[src/verilog/imp_pkg.sv]
// Purpose: Shared constants for the interrupt mask, poll and end-of-service block.
// Assumes: 16-bit register data on a plain strobe port, byte-style printed offsets.
// Notes:   Source bit positions are the same in the mask and in-service vectors.
package imp_pkg;
    // Register offsets.
    localparam logic [7:0] A_VEC   = 8'h20;
    localparam logic [7:0] A_EOI   = 8'h22;
    localparam logic [7:0] A_POLL  = 8'h24;
    localparam logic [7:0] A_PEEK  = 8'h26;
    localparam logic [7:0] A_MASK  = 8'h28;
    localparam logic [7:0] A_THR   = 8'h2A;
    localparam logic [7:0] A_CFG   = 8'h40;
    localparam logic [7:0] A_EVST  = 8'h42;
    localparam logic [7:0] A_EVCLR = 8'h44;
    localparam logic [7:0] A_EVEN  = 8'h46;
    // Source vector geometry and reset values.
    localparam int         NSRC     = 11;
    localparam int         PW       = 3;
    localparam logic [10:0] VALID_M = 11'h7FD;
    localparam logic [10:0] VALID_S = 11'h03D;
    localparam logic [10:0] MASK_RST = 11'h7FD;
    localparam logic [2:0] THR_RST  = 3'h7;
    localparam logic [4:0] VBASE_RST = 5'h00;
    // Source bit positions.
    localparam int B_TMR  = 0;
    localparam int B_DMA0 = 2;
    localparam int B_EXT0 = 4;
    localparam int B_EXT1 = 5;
    localparam int B_WD   = 9;
    localparam int B_SER  = 10;
    localparam int B_T1   = 4;
    localparam int B_T2   = 5;
    // Field positions.
    localparam int NONSPECIFIC_CLEAR_FLAG_BIT = 15;
    localparam int PEND_BIT  = 15;
    localparam int VEC_LSB   = 3;
    localparam int VEC_SHIFT = 2;
    localparam int CFG_SLAVE = 0;
    localparam int CFG_SFNM  = 1;
    // Event status bits.
    localparam int EV_NEW  = 0;
    localparam int EV_ACK  = 1;
    localparam int EV_ORPH = 2;
    localparam int NEV     = 3;
endpackage

[src/verilog/imp_ctrl.sv]
// Purpose: Priority threshold, source mask, poll and end-of-service logic.
// Assumes: Peripheral requests are levels on clk; external pins are asynchronous.
// Notes:   Each source's programmed priority arrives from its control register.
//          The mask is one eleven-bit store; slave mode shows a subset.
//          A mode change keeps the mask, so software rewrites it.
//          A poll takes a source into service but calls no handler.
//          Priorities tie to the lower source index.
//          Types in master mode come from a table parameter.
//
// Overview of operation
// - Three-bit threshold, upper bits zero, resets seven.
// - Block requests with priority above threshold.
// - Zero is highest priority, seven lowest.
// - Mask bit one masks, mirrored to control.
// - Master mask layout, resets 07FD.
// - Slave mask layout, resets 003D.
// - Peek register mirrors poll, no side effect.
// - Poll read acknowledges reported pending interrupt.
// - Bit 15 pending; low five carry type.
// - Poll acknowledge sets in-service, no handler.
// - Master end-of-service: non-specific or typed.
// - Slave end-of-service clears selected level.
// - Slave vector base upper five type bits.
// - Vector offset is type times four.
// - In-service source raises no new request, except external inputs 0 and 1 under special nesting.
// - Master timer request ORs three timers.
`timescale 1ns/100ps
module imp_ctrl #(
    parameter logic [54:0] TYPE_MAP = 55'h0  // Arbitrary master type per source, five bits each.
) (
    input  wire logic                 clk,
    input  wire logic                 nrst,
    input  wire logic [7:0]           addr,
    input  wire logic [15:0]          wdata,
    input  wire logic                 wr_stb,
    input  wire logic                 rd_stb,
    output logic [15:0]               rdata,
    input  wire logic [2:0]           timer_req,
    input  wire logic [1:0]           dma_req,
    input  wire logic                 wdog_req,
    input  wire logic                 serial_req,
    input  wire logic [4:0]           ext_req_pin,
    input  wire logic [imp_pkg::NSRC*imp_pkg::PW-1:0] src_prio,
    output logic [imp_pkg::NSRC-1:0]  ctrl_mask,
    output logic [imp_pkg::NSRC-1:0]  ack_pulse,
    output logic                      cpu_int_req,
    output logic [7:0]                cpu_vec_type,
    output logic [9:0]                vec_offset,
    output logic                      evt_irq
);
    import imp_pkg::*;

    // Stored state.
    // Reserved bits are never stored, so they cannot read back.
    logic [NSRC-1:0] mask_reg;     // Source masks, master layout.
    logic [2:0]      thr_reg;      // Priority threshold.
    logic [4:0]      vbase_reg;    // Slave vector base.
    logic [1:0]      cfg_reg;      // Slave mode and special nesting.
    logic [NSRC-1:0] insvc_reg;    // In-service flags.
    logic [NEV-1:0]  ev_st_reg;    // Sticky event status.
    logic [NEV-1:0]  ev_en_reg;    // Event enables.
    logic [15:0]     rdata_reg;    // Read data, one cycle late.
    logic [NSRC-1:0] ack_reg;      // Acknowledge pulse to sources.
    logic            pend_d_reg;   // Pending seen last cycle.
    logic            int_reg;      // Interrupt request to the core.
    logic [7:0]      vec_reg;      // Type of the reported request.
    logic [4:0]      ext_s1_reg;   // First synchroniser stage.
    logic [4:0]      ext_s2_reg;   // Second synchroniser stage.

    // Next values.
    // Each next value is a continuous assignment of its own.
    logic [NSRC-1:0] mask_next;
    logic [2:0]      thr_next;
    logic [4:0]      vbase_next;
    logic [1:0]      cfg_next;
    logic [NSRC-1:0] insvc_next;
    logic [NEV-1:0]  ev_st_next;
    logic [NEV-1:0]  ev_en_next;
    logic [15:0]     rdata_next;

    // Priority of source i.
    // Every lookup goes through here, so the field layout lives in one place.
    function automatic logic [2:0] prio_at(input logic [NSRC*PW-1:0] p, input int i);
        return p[i*PW +: PW];
    endfunction

    // Best candidate: lowest priority value, lower index on a tie.
    // Scanning downward lets a tie settle on the lower index.
    function automatic logic [4:0] pick(input logic [NSRC-1:0] e, input logic [NSRC*PW-1:0] p);
        logic       f;
        logic [3:0] b;
        f = 1'b0;
        b = 4'h0;
        for (int i = NSRC - 1; i >= 0; i--) begin
            if (e[i] && (!f || prio_at(p, i) <= prio_at(p, int'(b)))) begin
                f = 1'b1;
                b = 4'(i);
            end
        end
        return {f, b};
    endfunction

    // One-hot vector for an index.
    function automatic logic [NSRC-1:0] onehot(input logic [3:0] i);
        return NSRC'(1) << i;
    endfunction

    // First source in set s whose priority equals l.
    // Used by slave end-of-service, where a level names the flag.
    function automatic logic [NSRC-1:0] first_lvl(input logic [NSRC-1:0] s,
                                                  input logic [NSRC*PW-1:0] p, input logic [2:0] l);
        logic [NSRC-1:0] r;
        r = '0;
        for (int i = NSRC - 1; i >= 0; i--) begin
            if (s[i] && prio_at(p, i) == l) begin
                r = onehot(4'(i));
            end
        end
        return r;
    endfunction

    // Sources whose master type equals t.
    // Several sources may share a type; all of them are cleared.
    function automatic logic [NSRC-1:0] type_hits(input logic [4:0] t);
        logic [NSRC-1:0] r;
        r = '0;
        for (int i = 0; i < NSRC; i++) begin
            r[i] = (TYPE_MAP[i*5 +: 5] == t);
        end
        return r;
    endfunction

    // Mode decode.
    // Special nesting is a master-only feature; slave mode ignores it.
    wire logic            slave  = cfg_reg[CFG_SLAVE];
    wire logic            sfnm   = cfg_reg[CFG_SFNM] && !slave;
    wire logic [NSRC-1:0] valid  = slave ? VALID_S : VALID_M;

    // Bus decode; reads and writes never collide by bus contract.
    // Only the poll read has a side effect, so only it is decoded here.
    wire logic wr_vec  = wr_stb && addr == A_VEC;
    wire logic wr_eoi  = wr_stb && addr == A_EOI;
    wire logic wr_mask = wr_stb && addr == A_MASK;
    wire logic wr_thr  = wr_stb && addr == A_THR;
    wire logic wr_cfg  = wr_stb && addr == A_CFG;
    wire logic wr_evc  = wr_stb && addr == A_EVCLR;
    wire logic wr_eve  = wr_stb && addr == A_EVEN;
    wire logic rd_poll = rd_stb && addr == A_POLL;

    // Request vector; the master timer bit summarises three timers.
    // Only pins are synchronised; peripheral requests are already on clk.
    // Bit 1 stays zero, as no source sits there in either layout.
    wire logic [NSRC-1:0] req_m = {serial_req, wdog_req, ext_s2_reg, dma_req, 1'b0, |timer_req};
    wire logic [NSRC-1:0] req_s = {5'h00, timer_req[2], timer_req[1], dma_req, 1'b0, timer_req[0]};
    wire logic [NSRC-1:0] req_vec = slave ? req_s : req_m;

    // Per-source gating by mask, in-service and threshold.
    // All gates act before the pick, so a blocked source hides no other.
    logic [NSRC-1:0] thr_ok;
    logic [NSRC-1:0] ins_ok;
    always_comb begin
        for (int i = 0; i < NSRC; i++) begin
            // Numerically larger priority values fall below the threshold.
            thr_ok[i] = prio_at(src_prio, i) <= thr_reg;
            // Two lowest external inputs may nest under special nesting.
            ins_ok[i] = !insvc_reg[i] || (sfnm && (i == B_EXT0 || i == B_EXT1));
        end
    end
    wire logic [NSRC-1:0] elig = req_vec & ~mask_reg & valid & ins_ok & thr_ok;

    // Highest-priority pending candidate.
    // A linear scan is cheap enough for eleven sources.
    wire logic [4:0] best    = pick(elig, src_prio);
    wire logic       any     = best[4];
    wire logic [3:0] best_ix = best[3:0];

    // Full eight-bit type of the candidate.
    // Master types come from a per-source table parameter.
    wire logic [7:0] type_s = {vbase_reg, prio_at(src_prio, int'(best_ix))};
    wire logic [7:0] type_m = {3'h0, TYPE_MAP[int'(best_ix)*5 +: 5]};
    wire logic [7:0] type8  = any ? (slave ? type_s : type_m) : 8'h00;

    // Poll word: pending flag and, only while pending, the type.
    wire logic [15:0] poll_word = {any, 10'h000, type8[4:0]};

    // A poll read takes the candidate into service; the core still has to call the handler.
    // With nothing pending, a poll read is a plain read.
    wire logic            poll_ack = rd_poll && any;
    wire logic [NSRC-1:0] ack_vec  = poll_ack ? onehot(best_ix) : '0;

    // End-of-service selection.
    // Non-specific clears the best in-service source; specific goes by type.
    // A write that clears nothing is reported as an event.
    wire logic [4:0]      ins_best = pick(insvc_reg, src_prio);
    wire logic [NSRC-1:0] ns_sel   = ins_best[4] ? onehot(ins_best[3:0]) : '0;
    wire logic [NSRC-1:0] sp_sel   = type_hits(wdata[4:0]) & insvc_reg;
    wire logic [NSRC-1:0] sl_sel   = first_lvl(insvc_reg & VALID_S, src_prio, wdata[2:0]);
    wire logic [NSRC-1:0] m_sel    = wdata[NONSPECIFIC_CLEAR_FLAG_BIT] ? ns_sel : sp_sel;
    wire logic [NSRC-1:0] eoi_sel  = wr_eoi ? (slave ? sl_sel : m_sel) : '0;
    wire logic            orphan   = wr_eoi && eoi_sel == '0;

    // Events: new pending, poll acknowledge, end-of-service with nothing to clear.
    // Each set term lasts one cycle at most.
    wire logic [NEV-1:0] ev_set = {orphan, poll_ack, any && !pend_d_reg};
    wire logic [NEV-1:0] ev_clr = wr_evc ? wdata[NEV-1:0] : '0;

    // Register next values; reserved bits are dropped on write.
    assign mask_next  = wr_mask ? (wdata[NSRC-1:0] & valid) | (mask_reg & ~valid) : mask_reg;
    assign thr_next   = wr_thr ? wdata[2:0] : thr_reg;
    assign vbase_next = wr_vec ? wdata[7:VEC_LSB] : vbase_reg;
    assign cfg_next   = wr_cfg ? wdata[1:0] : cfg_reg;
    // Acknowledge and end-of-service never share a cycle, so set and clear cannot meet.
    assign insvc_next = (insvc_reg & ~eoi_sel) | ack_vec;
    // A new event outranks a clear in the same cycle.
    assign ev_st_next = (ev_st_reg & ~ev_clr) | ev_set;
    assign ev_en_next = wr_eve ? wdata[NEV-1:0] : ev_en_reg;

    // Read multiplexer; write-only and unmapped offsets read zero.
    // Peek and poll share one word; only the strobe decode differs.
    // Unmapped offsets read zero rather than alias a register.
    wire logic [15:0] rd_mask = {5'h00, mask_reg & valid};
    wire logic [15:0] rd_thr  = {13'h0000, thr_reg};
    wire logic [15:0] rd_vec  = {8'h00, vbase_reg, 3'h0};
    wire logic [15:0] rd_sel  =
        (addr == A_POLL)  ? poll_word :
        (addr == A_PEEK)  ? poll_word :
        (addr == A_MASK)  ? rd_mask :
        (addr == A_THR)   ? rd_thr :
        (addr == A_VEC)   ? rd_vec :
        (addr == A_CFG)   ? {14'h0000, cfg_reg} :
        (addr == A_EVST)  ? {13'h0000, ev_st_reg} :
        (addr == A_EVEN)  ? {13'h0000, ev_en_reg} : 16'h0000;
    assign rdata_next = rd_stb ? rd_sel : 16'h0000;

    // External pins pass two flops before any logic sees them.
    // Both stages reset low, so an idle pin raises nothing after reset.
    // Only the second stage is read, which keeps metastability out.
    always_ff @(posedge clk or negedge nrst) begin
        if (!nrst) begin
            ext_s1_reg <= 5'h00;
            ext_s2_reg <= 5'h00;
        end else begin
            ext_s1_reg <= ext_req_pin;
            ext_s2_reg <= ext_s1_reg;
        end
    end

    // Software-visible configuration.
    // Reset gives master mode with every source masked.
    always_ff @(posedge clk or negedge nrst) begin
        if (!nrst) begin
            mask_reg  <= MASK_RST;
            thr_reg   <= THR_RST;
            vbase_reg <= VBASE_RST;
            cfg_reg   <= 2'h0;
        end else begin
            mask_reg  <= mask_next;
            thr_reg   <= thr_next;
            vbase_reg <= vbase_next;
            cfg_reg   <= cfg_next;
        end
    end

    // Service state and event flags.
    // Hardware sets the in-service and status bits; software clears them through writes and writes the enables.
    always_ff @(posedge clk or negedge nrst) begin
        if (!nrst) begin
            insvc_reg <= '0;
            ev_st_reg <= '0;
            ev_en_reg <= '0;
        end else begin
            insvc_reg <= insvc_next;
            ev_st_reg <= ev_st_next;
            ev_en_reg <= ev_en_next;
        end
    end

    // Outputs toward the bus, the sources and the core.
    // Registered outputs keep bus decode glitches away from the core.
    // The request to the core lags eligibility by one cycle.
    always_ff @(posedge clk or negedge nrst) begin
        if (!nrst) begin
            rdata_reg  <= 16'h0000;
            ack_reg    <= '0;
            pend_d_reg <= 1'b0;
            int_reg    <= 1'b0;
            vec_reg    <= 8'h00;
        end else begin
            rdata_reg  <= rdata_next;
            ack_reg    <= ack_vec;
            pend_d_reg <= any;
            int_reg    <= any;
            vec_reg    <= type8;
        end
    end

    // Output drive.
    // The mask output shows only the bits of the current layout.
    assign rdata        = rdata_reg;
    assign ctrl_mask    = mask_reg & valid;
    assign ack_pulse    = ack_reg;
    assign cpu_int_req  = int_reg;
    assign cpu_vec_type = vec_reg;
    // The offset is the type times four, to index the core's vector table.
    assign vec_offset   = {vec_reg, 2'b00};
    assign evt_irq      = |(ev_st_reg & ev_en_reg);

    // Is any eligible source strictly better than the reported one?
    // Helper for a_best_prio: set when the pick missed a better source.
    logic better;
    always_comb begin
        better = 1'b0;
        for (int i = 0; i < NSRC; i++) begin
            if (elig[i] && prio_at(src_prio, i) < prio_at(src_prio, int'(best_ix))) begin
                better = 1'b1;
            end
        end
    end
endmodule

[config.mk]
export PLATFORM = sky130hd
export DESIGN_NAME = imp_ctrl
export DESIGN_NICKNAME = d
export VERILOG_FILES = /design/src/verilog/imp_pkg.sv /design/src/verilog/imp_ctrl.sv
export SDC_FILE = /design/constraint.sdc
export NUM_CORES = 1
export LEC_CHECK = 0
export ABC_AREA = 1
export BUFFER_PORTS_ARGS = -buffer_cell sky130_fd_sc_hd__buf_2
export CORE_ASPECT_RATIO = 0.75
export CORE_MARGIN = 8
export CORE_UTILIZATION = 46
export CTS_CLUSTER_DIAMETER = 150
export DETAILED_ROUTE_END_ITERATION = 16
export GPL_TIMING_DRIVEN = 0
export HOLD_SLACK_MARGIN = 0.06
export PLACE_DENSITY = 0.72
export SYNTH_ARGS = -nofsm -noshare
export SYNTH_HDL_FRONTEND = slang
export SYNTH_SLANG_ARGS = --single-unit
[constraint.sdc]
create_clock -name clk -period 22.3 [get_ports clk]
set_input_delay 3.345 -clock clk [delete_from_list [all_inputs] [get_ports clk]]
set_output_delay 3.345 -clock clk [all_outputs]
set_load 0.05 [all_outputs]
# --- Word level (Yosys, flattened, before mapping) ---
# Index checks and enable logic that the tools add are counted.
classes:
  n_lt_le_gt_ge: 31
  n_reduce_logical: 96
  eq_ne: 15
  mul: 22
  shift: 24
  muxes: 68
  n_bitwise: 18
op_table:
  columns: ["op", "n"]
  rows:
  - ["$shiftx 33x7->3", 21]
  - ["$mux 11", 12]
  - ["$mul 4x2->6 const B", 21]
  - ["$and 11x11->11", 9]
  - ["$le 3x3->1", 31]
  - ["$mux 4", 22]
  - ["$shiftx 55x8->5 const A", 1]
  - ["$eq 8x6->1 const B", 6]
  - ["$mux 16", 3]
  - ["$logic_and 1x1->1", 37]
  - ["$logic_not 1->1", 33]
  - ["$not 11->11", 3]
  - ["$eq 8x7->1 const B", 4]
  - ["$mux 8", 4]
  - ["$logic_or 1x1->1", 22]
  - ["$mux 1", 22]
  - ["$or 11x11->11", 2]
  - ["$shl 1x4->11 const A", 2]
  - ["$eq 3x3->1", 5]
  - ["$mux 3", 4]
  - ["$logic_not 11->1", 1]
  - ["$mul 4x3->7 const B", 1]
  - ["$and 3x3->3", 2]
  - ["$mux 6", 1]
  - ["4 further kinds", 5]
word_totals:
  register_bits: 84
  word_cells: 287
  input_bits: 73

# --- Longest topological paths before layout ---
# Gate-level depths: netlist (run 1).
depth:
  word_depth: 74
  depth_mapped: 135
  ltp_nobuf: 131

# --- Worst setup path after synthesis (run 1) ---
# No wires, ideal clock.
synth_timing:
  kind: "input port to flip-flop"
  startpoint: "input port src_prio[0] (netlist name)"
  endpoint: "register ev_st_reg[2]"
  cell_stages: 126
  t_arrival_ns: 18.677
  slack_ns: 3.503
  t_required_ns: 22.180
  path_cell_list: "clkbuf_1 > clkinv_1 > o21ai_0 > ha_1 > nand3_1 > nand2_1 > inv_1 > a21oi_2 > nor2_1 > nand2_1 > a31oi_1 > ha_1 > a21oi_1 > nand2_1 > nand3_1 > nand2_1 > nand2_1 > inv_1 > [... 90 more ...] > nand3_1 > nand2_1 > ha_1 > nand2_1 > nor2_1 > a211oi_1 > a31oi_1 > o21ai_1 > nand2_1 > nand3_1 > nor2_1 > inv_1 > o21ai_0 > nand3_1 > nand2_1 > nor2_1 > nand3_1 > nand2_1"
synth_via:
  elab_chain_len: 67
  elab_cells_between_ends: 89
  classes_between: "mul: 9; order compare: 10; eq/ne: 1; shift: 11; mux: 25; bitwise: 1; reduce/logical: 32"
synth_rtl:
  columns: ["element", "line_no", "source"]
  rows:
  - ["start: declaration", "imp_ctrl.sv:43", "input wire logic [imp_pkg::NSRC*imp_pkg::PW-1:0] src_prio,"]
  - ["$shiftx 33x7->3", "imp_ctrl.sv:84", "return p[i*PW +: PW];"]
  - ["$le 3x3->1", "imp_ctrl.sv:95", "if (e[i] && (!f || prio_at(p, i) <= prio_at(p, int'(b)))) begin"]
  - ["$logic_or 1x1->1", "imp_ctrl.sv:95", null]
  - ["$logic_and 1x1->1", "imp_ctrl.sv:95", null]
  - ["$mux 4", "imp_ctrl.sv:95", null]
  - ["$mul 4x2->6", "imp_ctrl.sv:84", null]
  - ["$shiftx 33x7->3", "imp_ctrl.sv:84", null]
  - ["$le 3x3->1", "imp_ctrl.sv:95", null]
  - ["[... 51 more ...]", null, null]
  - ["$shl 1x4->11", "imp_ctrl.sv:105", "return NSRC'(1) << i;"]
  - ["$mux 11", "imp_ctrl.sv:195", "wire logic [NSRC-1:0] ns_sel = ins_best[4] ? onehot(ins_best[3:0]) : '0;"]
  - ["$mux 11", "imp_ctrl.sv:198", "wire logic [NSRC-1:0] m_sel = wdata[NONSPECIFIC_CLEAR_FLAG_BIT] ? ns_sel : sp_sel;"]
  - ["$mux 11 (*) (2 in a row)", "imp_ctrl.sv:199", "wire logic [NSRC-1:0] eoi_sel = wr_eoi ? (slave ? sl_sel : m_sel) : '0;"]
  - ["$logic_not 11->1 (*)", "imp_ctrl.sv:200", "wire logic orphan = wr_eoi && eoi_sel == '0;"]
  - ["$logic_and 1x1->1 (*)", "imp_ctrl.sv:200", null]
  - ["$or 3x3->3 (*)", "imp_ctrl.sv:215", "assign ev_st_next = (ev_st_reg & ~ev_clr) | ev_set;"]
  - ["via ev_st_next[2]", "imp_ctrl.sv:77", "logic [NEV-1:0] ev_st_next;"]
  - ["end signal: assignment", "imp_ctrl.sv:273", "ev_st_reg <= ev_st_next;"]
  - ["end: declaration", "imp_ctrl.sv:60", "logic [NEV-1:0] ev_st_reg;"]
# Mark *: on every way through the listed nets, which the timed path passes. The rest lies on a longest branch.
# A chain may end at the register's enable or synchronous reset.

# --- Worst setup path in the final report (run 1) ---
layout_timing:
  startpoint: "input port src_prio[2] (netlist name)"
  endpoint: "register ev_st_reg[2]"
# The elaborated chain is that of the path after synthesis.

==> results of run 1 <==
[routing by layer]
metal | global-route usage, % | vias to the layer above | share of wire [%]
met5 | 0 | - | 0
met4 | 8.045 | 0 | 2.7
met3 | 9.301 | 95 | 14
met2 | 45.29 | 831 | 40
met1 | 46.41 | 5717 | 44
li1 | - | 5658 | -
[what timing repair did]
item                                    CTS  global route
hold buffers                              0             0
pin swaps                                 0             6
endpoints found under the setup margin   12            12
setup buffers                             0            19
gates resized for setup                   3            72
[placed cells by master, fill, tap and decap left out, types with 13 or more instances in the layout]
master and n:
nand2_1 290, o21ai_0 198, inv_1 135, nor2_1 132, buf_2 129, nand3_1 104
a21oi_1 103, ha_1 87, dfrtp_1 66, o211ai_1 46, buf_4 43, nand2_2 34
inv_2 29, o21ai_1 24, nand2_4 18, a31oi_1 17, o22ai_1 16, nand4_1 13
nor3_1 13, dfstp_2 13
[final cells by class]
type	instances	share of cell area [%]
Buffer	55	3.001
Tap cell	294	3.151
Clock inverter	6	0.4288
Sequential cell	79	17.08
Timing Repair Buffer	137	6.517
Clock buffer	10	2.047
Multi-Input combinational cell	1231	61.70
Inverter	182	6.078
[stage by stage]
step | instances | utilization [%] | worst slack [ns]
floorplan | 1547 | - | 3.503
global placement | 1958 | 50.82 | -0.8402
detailed placement | 1959 | 50.96 | -1.000
CTS | 1975 | 52.30 | 0.006471
global route | 1994 | 53.50 | -0.09222
finish | 1994 | 53.50 | 1.204
[power by group through the flow]
| stage | Clock [mW] | Combinational, mW | Sequential [mW] |
|---|---|---|---|
| global route | 0.151 | 0.282 | 0.152 |
| CTS | 0.144 | 0.241 | 0.152 |
| global placement | 0 | 0.235 | 0.154 |
| floorplan | 0 | 0.164 | 0.155 |
| finish | 0.143 | 0.260 | 0.152 |
| detailed placement | 0 | 0.240 | 0.154 |
[worst min-delay path by stage]
stage,from,depth (start not counted),endpoint
after CTS,ext_s1_reg[2],0,ext_s2_reg[2]
after global routing,ext_s1_reg[2],0,ext_s2_reg[2]
after global placement,ext_s1_reg[4],0,ext_s2_reg[4]
after detailed placement,ext_s1_reg[1],0,ext_s2_reg[1]
final,ext_s1_reg[2],0,ext_s2_reg[2]
after floorplan,ext_s1_reg[0],0,ext_s2_reg[0]
[logic make-up (layout without fill, tap and decap cells)]
| group | Yosys count | after routing | synth area share, % |
|---|---|---|---|
| AOI/OAI and AO/OA | 473 | 473 | 27.10 |
| xor gates and xnor gates | 4 | 4 | 0.3466 |
| other | 1 | 8 | 0.03710 |
| buffers and inverters | 237 | 390 | 9.927 |
| DFF | 79 | 79 | 19.72 |
| muxes | 2 | 2 | 0.2104 |
| adders and majority gates | 87 | 87 | 10.77 |
| and+or+nand+nor | 657 | 657 | 31.90 |
[worst max-delay path, delay by kind of cell]
kind,cells,cell delay [ns]
AOI/OAI and AO/OA,47,7.28
and+or+nand+nor,51,4.85
adders and majority gates,10,3.03
buffers and inverters,17,2.88
==> run metrics, run 1 <==
status=finished, final reports clean; depth of the worst register-to-register path=124; total routing resource utilization after global routing=between 30% and 40%; number of flops mapped to enable cells by yosys=0; Pwr per Cell Area=about 48 nW/µm²; Total Nets Final=approximately 1.9k; starting density of the core=between 40 and 50%; worst-case headroom to the max-slew limit=52.15%; reg-to-reg endpoint=ev_st_reg[2]; most repeated cell in the gate-level netlist after synthesis=nand2_1; type of the tightest min-delay check=flop to flop; pin count of the biggest net entering global routing=65; arrival time worst endpoint=21.38 ns; n_diodes=0; Final Wtd Congestion=around 1.0; count of vias placed by the detailed router=12.30k; Period Utilization, post-route=94.60%; # fillers=between 2k and 2.5k; Detailed Route WL=between 40000 and 50000 µm; CP Class=primary input to flop; input/output buffers=117; fraction of power spent switching nets=43.59%; Core ar.=between 20000 and 25000 µm²; clock transition time at the flip-flop clock pins of the worst setup and hold paths=approximately 0.07 ns; post-route design area=11670 µm²; Leakage=a little under 6 nW; first-pass iteration count of the detailed router=6; area taken by flip-flops and latches=around 2000 µm²; Crit. Startpoint=src_prio[2]; count of antenna-violating nets left after detailed routing=0; count of state elements after synthesis=about 80; most prevalent standard cell on the critical path=nand2_1; Hold Fails Final Rpt=0; Placed Instance Area=~11000 µm²; fin crit period=around 21 ns; first-pass GRT wire length=roughly 67000 µm; GR Overflow Total=0; flip-flop count of the largest register after layout=12; Power Total=approximately 550 µW; horizontal die dimension=approximately 190 µm; clk sink count=79; HPWL Detailed=between 30000 and 40000 µm; number of antenna violations at the first check in global routing=0; gate count after technology mapping=around 1.5k; dominant synthesized flop cell=dfrtp_1; post-synthesis cell area=10110 µm²; Critical Path RT=roughly 23 ns; share of the synthesized area in the top cell type=16.34%; fraction of layout cells with a size suffix above 1=between 20% and 30%; Max-cap violations=0; reg2reg start=insvc_reg[10]; number of warning messages in the yosys log=0; Final Max Slew Viols=0; R2R Setup Slk=between 3 and 4 ns; area used by multi-input combinational logic=~7200 µm²; setup tns final=0 ns; Slowest-stage cell, CP=ha_1; combinational group share of total power=a little under half; Worst Skew=about 0.014 ns; maximum fanout along the worst path=10; vias in the first global route=around 11k; CTS HTree Levels=3; Inserted Clock Buffers=9; Worst Setup Start Kind=primary input; endpoint of the most critical setup path=ev_st_reg[2]; clock latency on the worst-skew pair=0.35 ns; Root Buffer=clkbuf_16; delay of the slowest critical-path stage=roughly 0.33 ns; synth unique cells=66; CTS tree=done; number of DRC violations after detailed-routing iteration 0=1546; transition time at the pin with the least slew margin=0.7134 ns; fraction of power consumed by the clock network=roughly 26%; ys async rst share=100.0%; Cell Int Power=around 310 µW; ranking of synthesized cells by area=dfrtp_1, nand2_1, ha_1; hold_ws=0.3524 ns; Area Overhead vs Synth=15.47%; Avg Vias per Cell=between 6 and 7; portion of total power attributed to sequential cells=27.4%; most area-hungry cell type in the Yosys netlist=dfrtp_1; count of boundary I/O pins=between 100 and 150; Worst VDD drop=between 30 and 40 µV; achievable frequency=0.04740 GHz; Post-synth top cells=nand2_1, o21ai_0, inv_1; Setup-failing EPs final=0; largest buffer count on any clock path=2; Avg WL per Cell=22.55 µm; DRC=0; endpoint class of the critical path=flop; net load switching power=around 240 µW; floorplan die area=between 20000 and 30000 µm²; Synth Area per Inst=approximately 6.6 µm²; num rows=47; share of synthesized area occupied by flip-flops and latches=around a fifth; die height=144.4 µm
No activity file was read; power rests on OpenSTA's default activity.
==> inputs of run 2 (changes only) <==
PLACE_DENSITY = 0.71   (was 0.72)
==> run metrics, run 2 (synthesis results as in run 1) <==
largest buffer count on any clock path=2 (unchanged); count of boundary I/O pins=131 (unchanged); clock latency on the worst-skew pair=0.34 ns (about the same); HPWL Detailed=34610 µm (+0.23%); reg2reg start=insvc_reg[10]; pin count of the biggest net entering global routing=67 (+3.1%); Avg WL per Cell=22.54 µm (about the same); status=finished, final reports clean; arrival time worst endpoint=21.20 ns (-0.18 ns); R2R Setup Slk=3.92 ns (+0.14 ns); Period Utilization, post-route=94.09% (-0.52 points); endpoint class of the critical path=flop; DRC=0 (unchanged); Worst Skew=0.006636 ns (-0.007264 ns); count of vias placed by the detailed router=12.23k (-0.61%); CTS HTree Levels=3 (unchanged); num rows=47 (unchanged); Pwr per Cell Area=47.52 nW/µm² (about the same); depth of the worst register-to-register path=124 (unchanged); die height=144.4 µm (unchanged); fin crit period=20.98 ns (-0.1150 ns); GR Overflow Total=0 (unchanged); n_diodes=0 (unchanged); count of antenna-violating nets left after detailed routing=0 (unchanged); clock transition time at the flip-flop clock pins of the worst setup and hold paths=0.06 ns (about the same); CP Class=primary input to flop; Root Buffer=clkbuf_16; Crit. Startpoint=src_prio[32]; clk sink count=79 (unchanged); Slowest-stage cell, CP=ha_1; flip-flop count of the largest register after layout=12 (unchanged); Hold Fails Final Rpt=0 (unchanged); Core ar.=21820 µm² (unchanged); Critical Path RT=22.52 ns (-0.06 ns); Setup-failing EPs final=0 (unchanged); total routing resource utilization after global routing=32.06% (+0.072 points); Avg Vias per Cell=6.150 (-0.31%); delay of the slowest critical-path stage=0.34 ns (about the same); Worst Setup Start Kind=primary input; number of antenna violations at the first check in global routing=0 (unchanged); maximum fanout along the worst path=10 (unchanged); first-pass iteration count of the detailed router=6 (unchanged); Max-cap violations=0 (unchanged); capture endpoint of the worst hold path=ext_s2_reg[3]; Final Wtd Congestion=0.9963 (-1.2%); floorplan die area=27020 µm² (unchanged); Area Overhead vs Synth=15.21%; Inserted Clock Buffers=9 (unchanged); Detailed Route WL=44810 µm (-0.33%); area used by multi-input combinational logic=7213 µm² (+0.16%); achievable frequency=0.04766 GHz (+0.55%); fraction of layout cells with a size suffix above 1=20.60% (-0.46 points); input/output buffers=117 (unchanged); number of DRC violations after detailed-routing iteration 0=1683 (+8.9%); first-pass GRT wire length=66920 µm (+0.25%); WHS Path Cells=0 (unchanged); reg-to-reg endpoint=ev_st_reg[2]; Leakage=5.810 nW (-0.20%); hold_ws=0.3504 ns (-0.001977 ns); worst hold path startpoint=ext_s1_reg[3]; most prevalent standard cell on the critical path=nand2_1; Final Max Slew Viols=0 (unchanged); starting density of the core=46.33% (unchanged); vias in the first global route=11.12k (+0.25%); worst-case headroom to the max-slew limit=47.27% (-4.9 points); leading cell type in the layout, fill and taps excluded=nand2_1; # fillers=2248 (+0.45%); Power Total=553.4 µW (-0.28%); transition time at the pin with the least slew margin=0.7861 ns (+0.07276 ns); Worst VDD drop=33.30 µV (-13%); horizontal die dimension=187.2 µm (unchanged); area taken by flip-flops and latches=1993 µm² (unchanged); type of the tightest min-delay check=flop to flop; Total Nets Final=1849 (-0.32%); most used cells in the layout excluding fill and tap cells=nand2_1, o21ai_0, inv_1; CTS tree=done
[run 2: changes by cell type in the layout (fill, tap and decap cells not counted), sizes merged]
cell,before,now
clkbuf,25,27
buf,177,168
clkinvlp,6,5
clkinv,11,15
inv,171,168
bufinv,0,1
[run 2: per-stage QoR]
stage,setup TNS (ns),instances,util [%],worst slack (ns),area (µm²)
2_1_floorplan,0,1547,-,3.503,10130
3_3_place_gp,-7.532,1958,50.82,-0.9172,11090
3_5_place_dp,-9.492,1959,50.96,-1.097,11120
4_1_cts,0,1975,52.35,0.008312,11420
5_1_grt,-0.07175,1988,53.38,-0.07175,11650
6_report,0,1988,53.38,1.319,11650
[run 2: worst max path at each step]
| stage | end | cells past startpoint | slack [ns] |
|---|---|---|---|
| 2_1_floorplan | ev_st_reg[2] | 126 | 3.50 |
| 3_3_place_gp | ev_st_reg[2] | 127 | -0.92 |
| 3_5_place_dp | ev_st_reg[2] | 127 | -1.10 |
| 4_1_cts | ev_st_reg[2] | 127 | 0.008 |
| 5_1_grt | ev_st_reg[2] | 126 | -0.07 |
| 6_report | ev_st_reg[2] | 126 | 1.32 |
[run 2: worst max-delay path, delay by kind of cell]
family	cells	cell delay, ns
compound gates	48	6.97
buf+inv	18	2.71
simple gates	50	5.12
fa+ha+maj	10	2.97
[run 2: timing repair]
action	in CTS	in global routing
endpoints found under the hold margin	0	0
resized for setup	4	67
setup buffers	0	13
pin swaps	0	7
endpoints found under the setup margin	12	12
hold buffers	0	0
[run 2: layout make-up]
class                   instances  area share [%]
repair buffers                131           6.145
clock buffers                   9           1.934
plain buffers                  55           3.030
inverters                     182           6.059
multi-input cells            1231           61.94
well taps                     294           3.159
clock inverters                 7          0.6231
flip-flops and latches         79           17.11
[run 2: where the power goes]
group | total [mW] | leakage [nW] | switching, mW | internal (mW)
sequential | 0.152 | 1.01 | 0.00351 | 0.148
combinational | 0.254 | 4.66 | 0.174 | 0.0805
clock | 0.147 | 0.142 | 0.0604 | 0.0868
[run 2: routing by layer]
metal,vias up,wire [µm],global-route usage (%)
met5,-,59,2.099
met4,2,1113,8.212
met3,82,6210,10.92
met2,789,18150,45.81
met1,5709,19280,45.00
li1,5644,-,-
==> inputs of run 3 (changes only) <==
MAX_ROUTING_LAYER = met4   (was unset)
==> run metrics, run 3 (synthesis results as in run 1) <==
die height=144.4 µm (unchanged); CTS HTree Levels=3 (unchanged); most used cells in the layout excluding fill and tap cells=nand2_1, o21ai_0, inv_1, nor2_1, buf_2; fraction of power spent switching nets=41.88% (-1.0 points); Cell Int Power=329.9 µW (+4.4%); GR Overflow Total=0 (unchanged); Avg Vias per Cell=6.150 (about the same); arrival time worst endpoint=21.25 ns (+0.05 ns); Total Nets Final=1849 (unchanged); worst-case headroom to the max-slew limit=49.41% (+2.1 points); hold_ws=0.3474 ns (-0.002991 ns); area taken by flip-flops and latches=1993 µm² (unchanged); Hold Fails Final Rpt=0 (unchanged); most prevalent standard cell on the critical path=nand2_1; floorplan die area=27020 µm² (unchanged); Power Total=567.6 µW (+2.6%); first-pass GRT wire length=67250 µm (+0.48%); Root Buffer=clkbuf_16; flip-flop count of the largest register after layout=12 (unchanged); Period Utilization, post-route=94.27% (+0.18 points); count of boundary I/O pins=131 (unchanged); type of the tightest min-delay check=flop to flop; achievable frequency=0.04757 GHz (-0.19%); largest buffer count on any clock path=2 (unchanged); CP Class=primary input to flop; reg2reg start=insvc_reg[10]; leading cell type in the layout, fill and taps excluded=nand2_1; vias in the first global route=11.15k (+0.28%); Worst Setup Start Kind=primary input; combinational group share of total power=44.8% (-1.1 points); Setup-failing EPs final=0 (unchanged); clock transition time at the flip-flop clock pins of the worst setup and hold paths=0.06 ns (about the same); endpoint class of the critical path=flop; num rows=47 (unchanged); first-pass iteration count of the detailed router=6 (unchanged); Pwr per Cell Area=48.66 nW/µm² (+2.4%); total routing resource utilization after global routing=33.22% (+1.2 points); clk sink count=79 (unchanged); net load switching power=237.7 µW (about the same); Worst Skew=0.01324 ns (+0.006602 ns); Final Max Slew Viols=0 (unchanged); area used by multi-input combinational logic=7206 µm² (-0.10%); DRC=0 (unchanged); worst hold path startpoint=ext_s1_reg[3]; starting density of the core=46.33% (unchanged); pin count of the biggest net entering global routing=65 (-3.0%); status=finished, final reports clean; Avg WL per Cell=22.73 µm (+0.83%); Inserted Clock Buffers=9 (unchanged); # fillers=2287 (+1.7%); Critical Path RT=22.53 ns (about the same); count of vias placed by the detailed router=12.23k (+0.0082%); Detailed Route WL=45190 µm (+0.83%); delay of the slowest critical-path stage=0.35 ns (about the same); Worst VDD drop=33.15 µV (-0.46%); fraction of layout cells with a size suffix above 1=20.48% (-0.12 points); number of antenna violations at the first check in global routing=0 (unchanged); input/output buffers=117 (unchanged); Core ar.=21820 µm² (unchanged); horizontal die dimension=187.2 µm (unchanged); maximum fanout along the worst path=10 (unchanged); HPWL Detailed=34350 µm (-0.75%); portion of total power attributed to sequential cells=26.8% (-0.7 points); Max-cap violations=0 (unchanged); Slowest-stage cell, CP=o31ai_1; number of DRC violations after detailed-routing iteration 0=1584 (-5.9%); transition time at the pin with the least slew margin=0.7542 ns (-0.03190 ns); setup tns final=0 ns (unchanged); count of antenna-violating nets left after detailed routing=0 (unchanged); clock latency on the worst-skew pair=0.34 ns (about the same); Final Wtd Congestion=1.049 (+5.3%); Leakage=5.827 nW (+0.30%); Crit. Startpoint=src_prio[32]; Area Overhead vs Synth=15.39%; hold-fix buffer count after cts=0 (unchanged); n_diodes=0 (unchanged); fin crit period=21.02 ns (+0.04001 ns); CTS tree=done; fraction of power consumed by the clock network=28.4% (+1.8 points)
## run 3: changes by cell type in the layout (fill, tap and decap cells not counted), sizes merged
| cell | before | now |
|---|---|---|
| clkinvlp | 5 | 4 |
| bufinv | 1 | 2 |
| clkinv | 15 | 14 |
| inv | 168 | 167 |
| buf | 168 | 170 |
## run 3: area by class of cell
| type | count | share of cell area, % |
|---|---|---|
| sequential | 79 | 17.09 |
| multi-input combinational | 1231 | 61.78 |
| clock inverter | 5 | 0.6973 |
| timing repair buffer | 131 | 6.136 |
| inverter | 182 | 6.050 |
| buffer | 55 | 3.014 |
| tap | 294 | 3.154 |
| clock buffer | 11 | 2.081 |
## run 3: final timing paths
kind,endpoint,slack [ns],cells past startpoint
setup / recovery,ev_st_reg[2],1.28,126
hold / removal,ext_s2_reg[3],0.35,0
setup reg to reg,ev_st_reg[2],3.88,124
hold reg to reg,ext_s2_reg[3],0.35,0
max in group asynchronous,asynchronous set/reset pin,18.82,2
min in group asynchronous,rdata[15],2.86,1
## run 3: routing by layer
layer,routed length [µm],global-route usage (%),vias to the layer above
li1,-,-,5639
met1,19890,46.26,5687
met2,18000,45.68,796
met3,5988,9.639,105
met4,1301,9.587,0
met5,0,-,-
## run 3: what timing repair did
item,4_1_cts,5_1_grt
setup buffers,0,13
hold endpoints to repair,0,0
gates resized for setup,3,66
endpoints found under the setup margin,10,12
pin swaps,0,7
## run 3: worst max-delay path: cells and delay by family
kind                       cells  cell delay [ns]
buffers and inverters         17             2.46
and+or+nand+nor               53             5.15
AOI/OAI and AO/OA             46             7.19
adders and majority gates     10             3.03
## run 3: through the flow
stage          cells  utilization [%]  setup slack (ns)  instance area (µm²)
2_1_floorplan   1547                -             3.503                10130
3_3_place_gp    1958            50.82           -0.6060                11090
3_5_place_dp    1959            50.96           -0.7310                11120
4_1_cts         1975            52.47            0.1331                11450
5_1_grt         1988            53.46          -0.08174                11660
6_report        1988            53.46             1.279                11660
## run 3: power groups by stage
stage	clock network (mW)	logic, mW	registers, mW
final	0.161	0.254	0.152
after global routing	0.169	0.277	0.152
after CTS	0.162	0.241	0.152
after detailed placement	0	0.240	0.154
after global placement	0	0.236	0.154
after floorplan	0	0.164	0.155
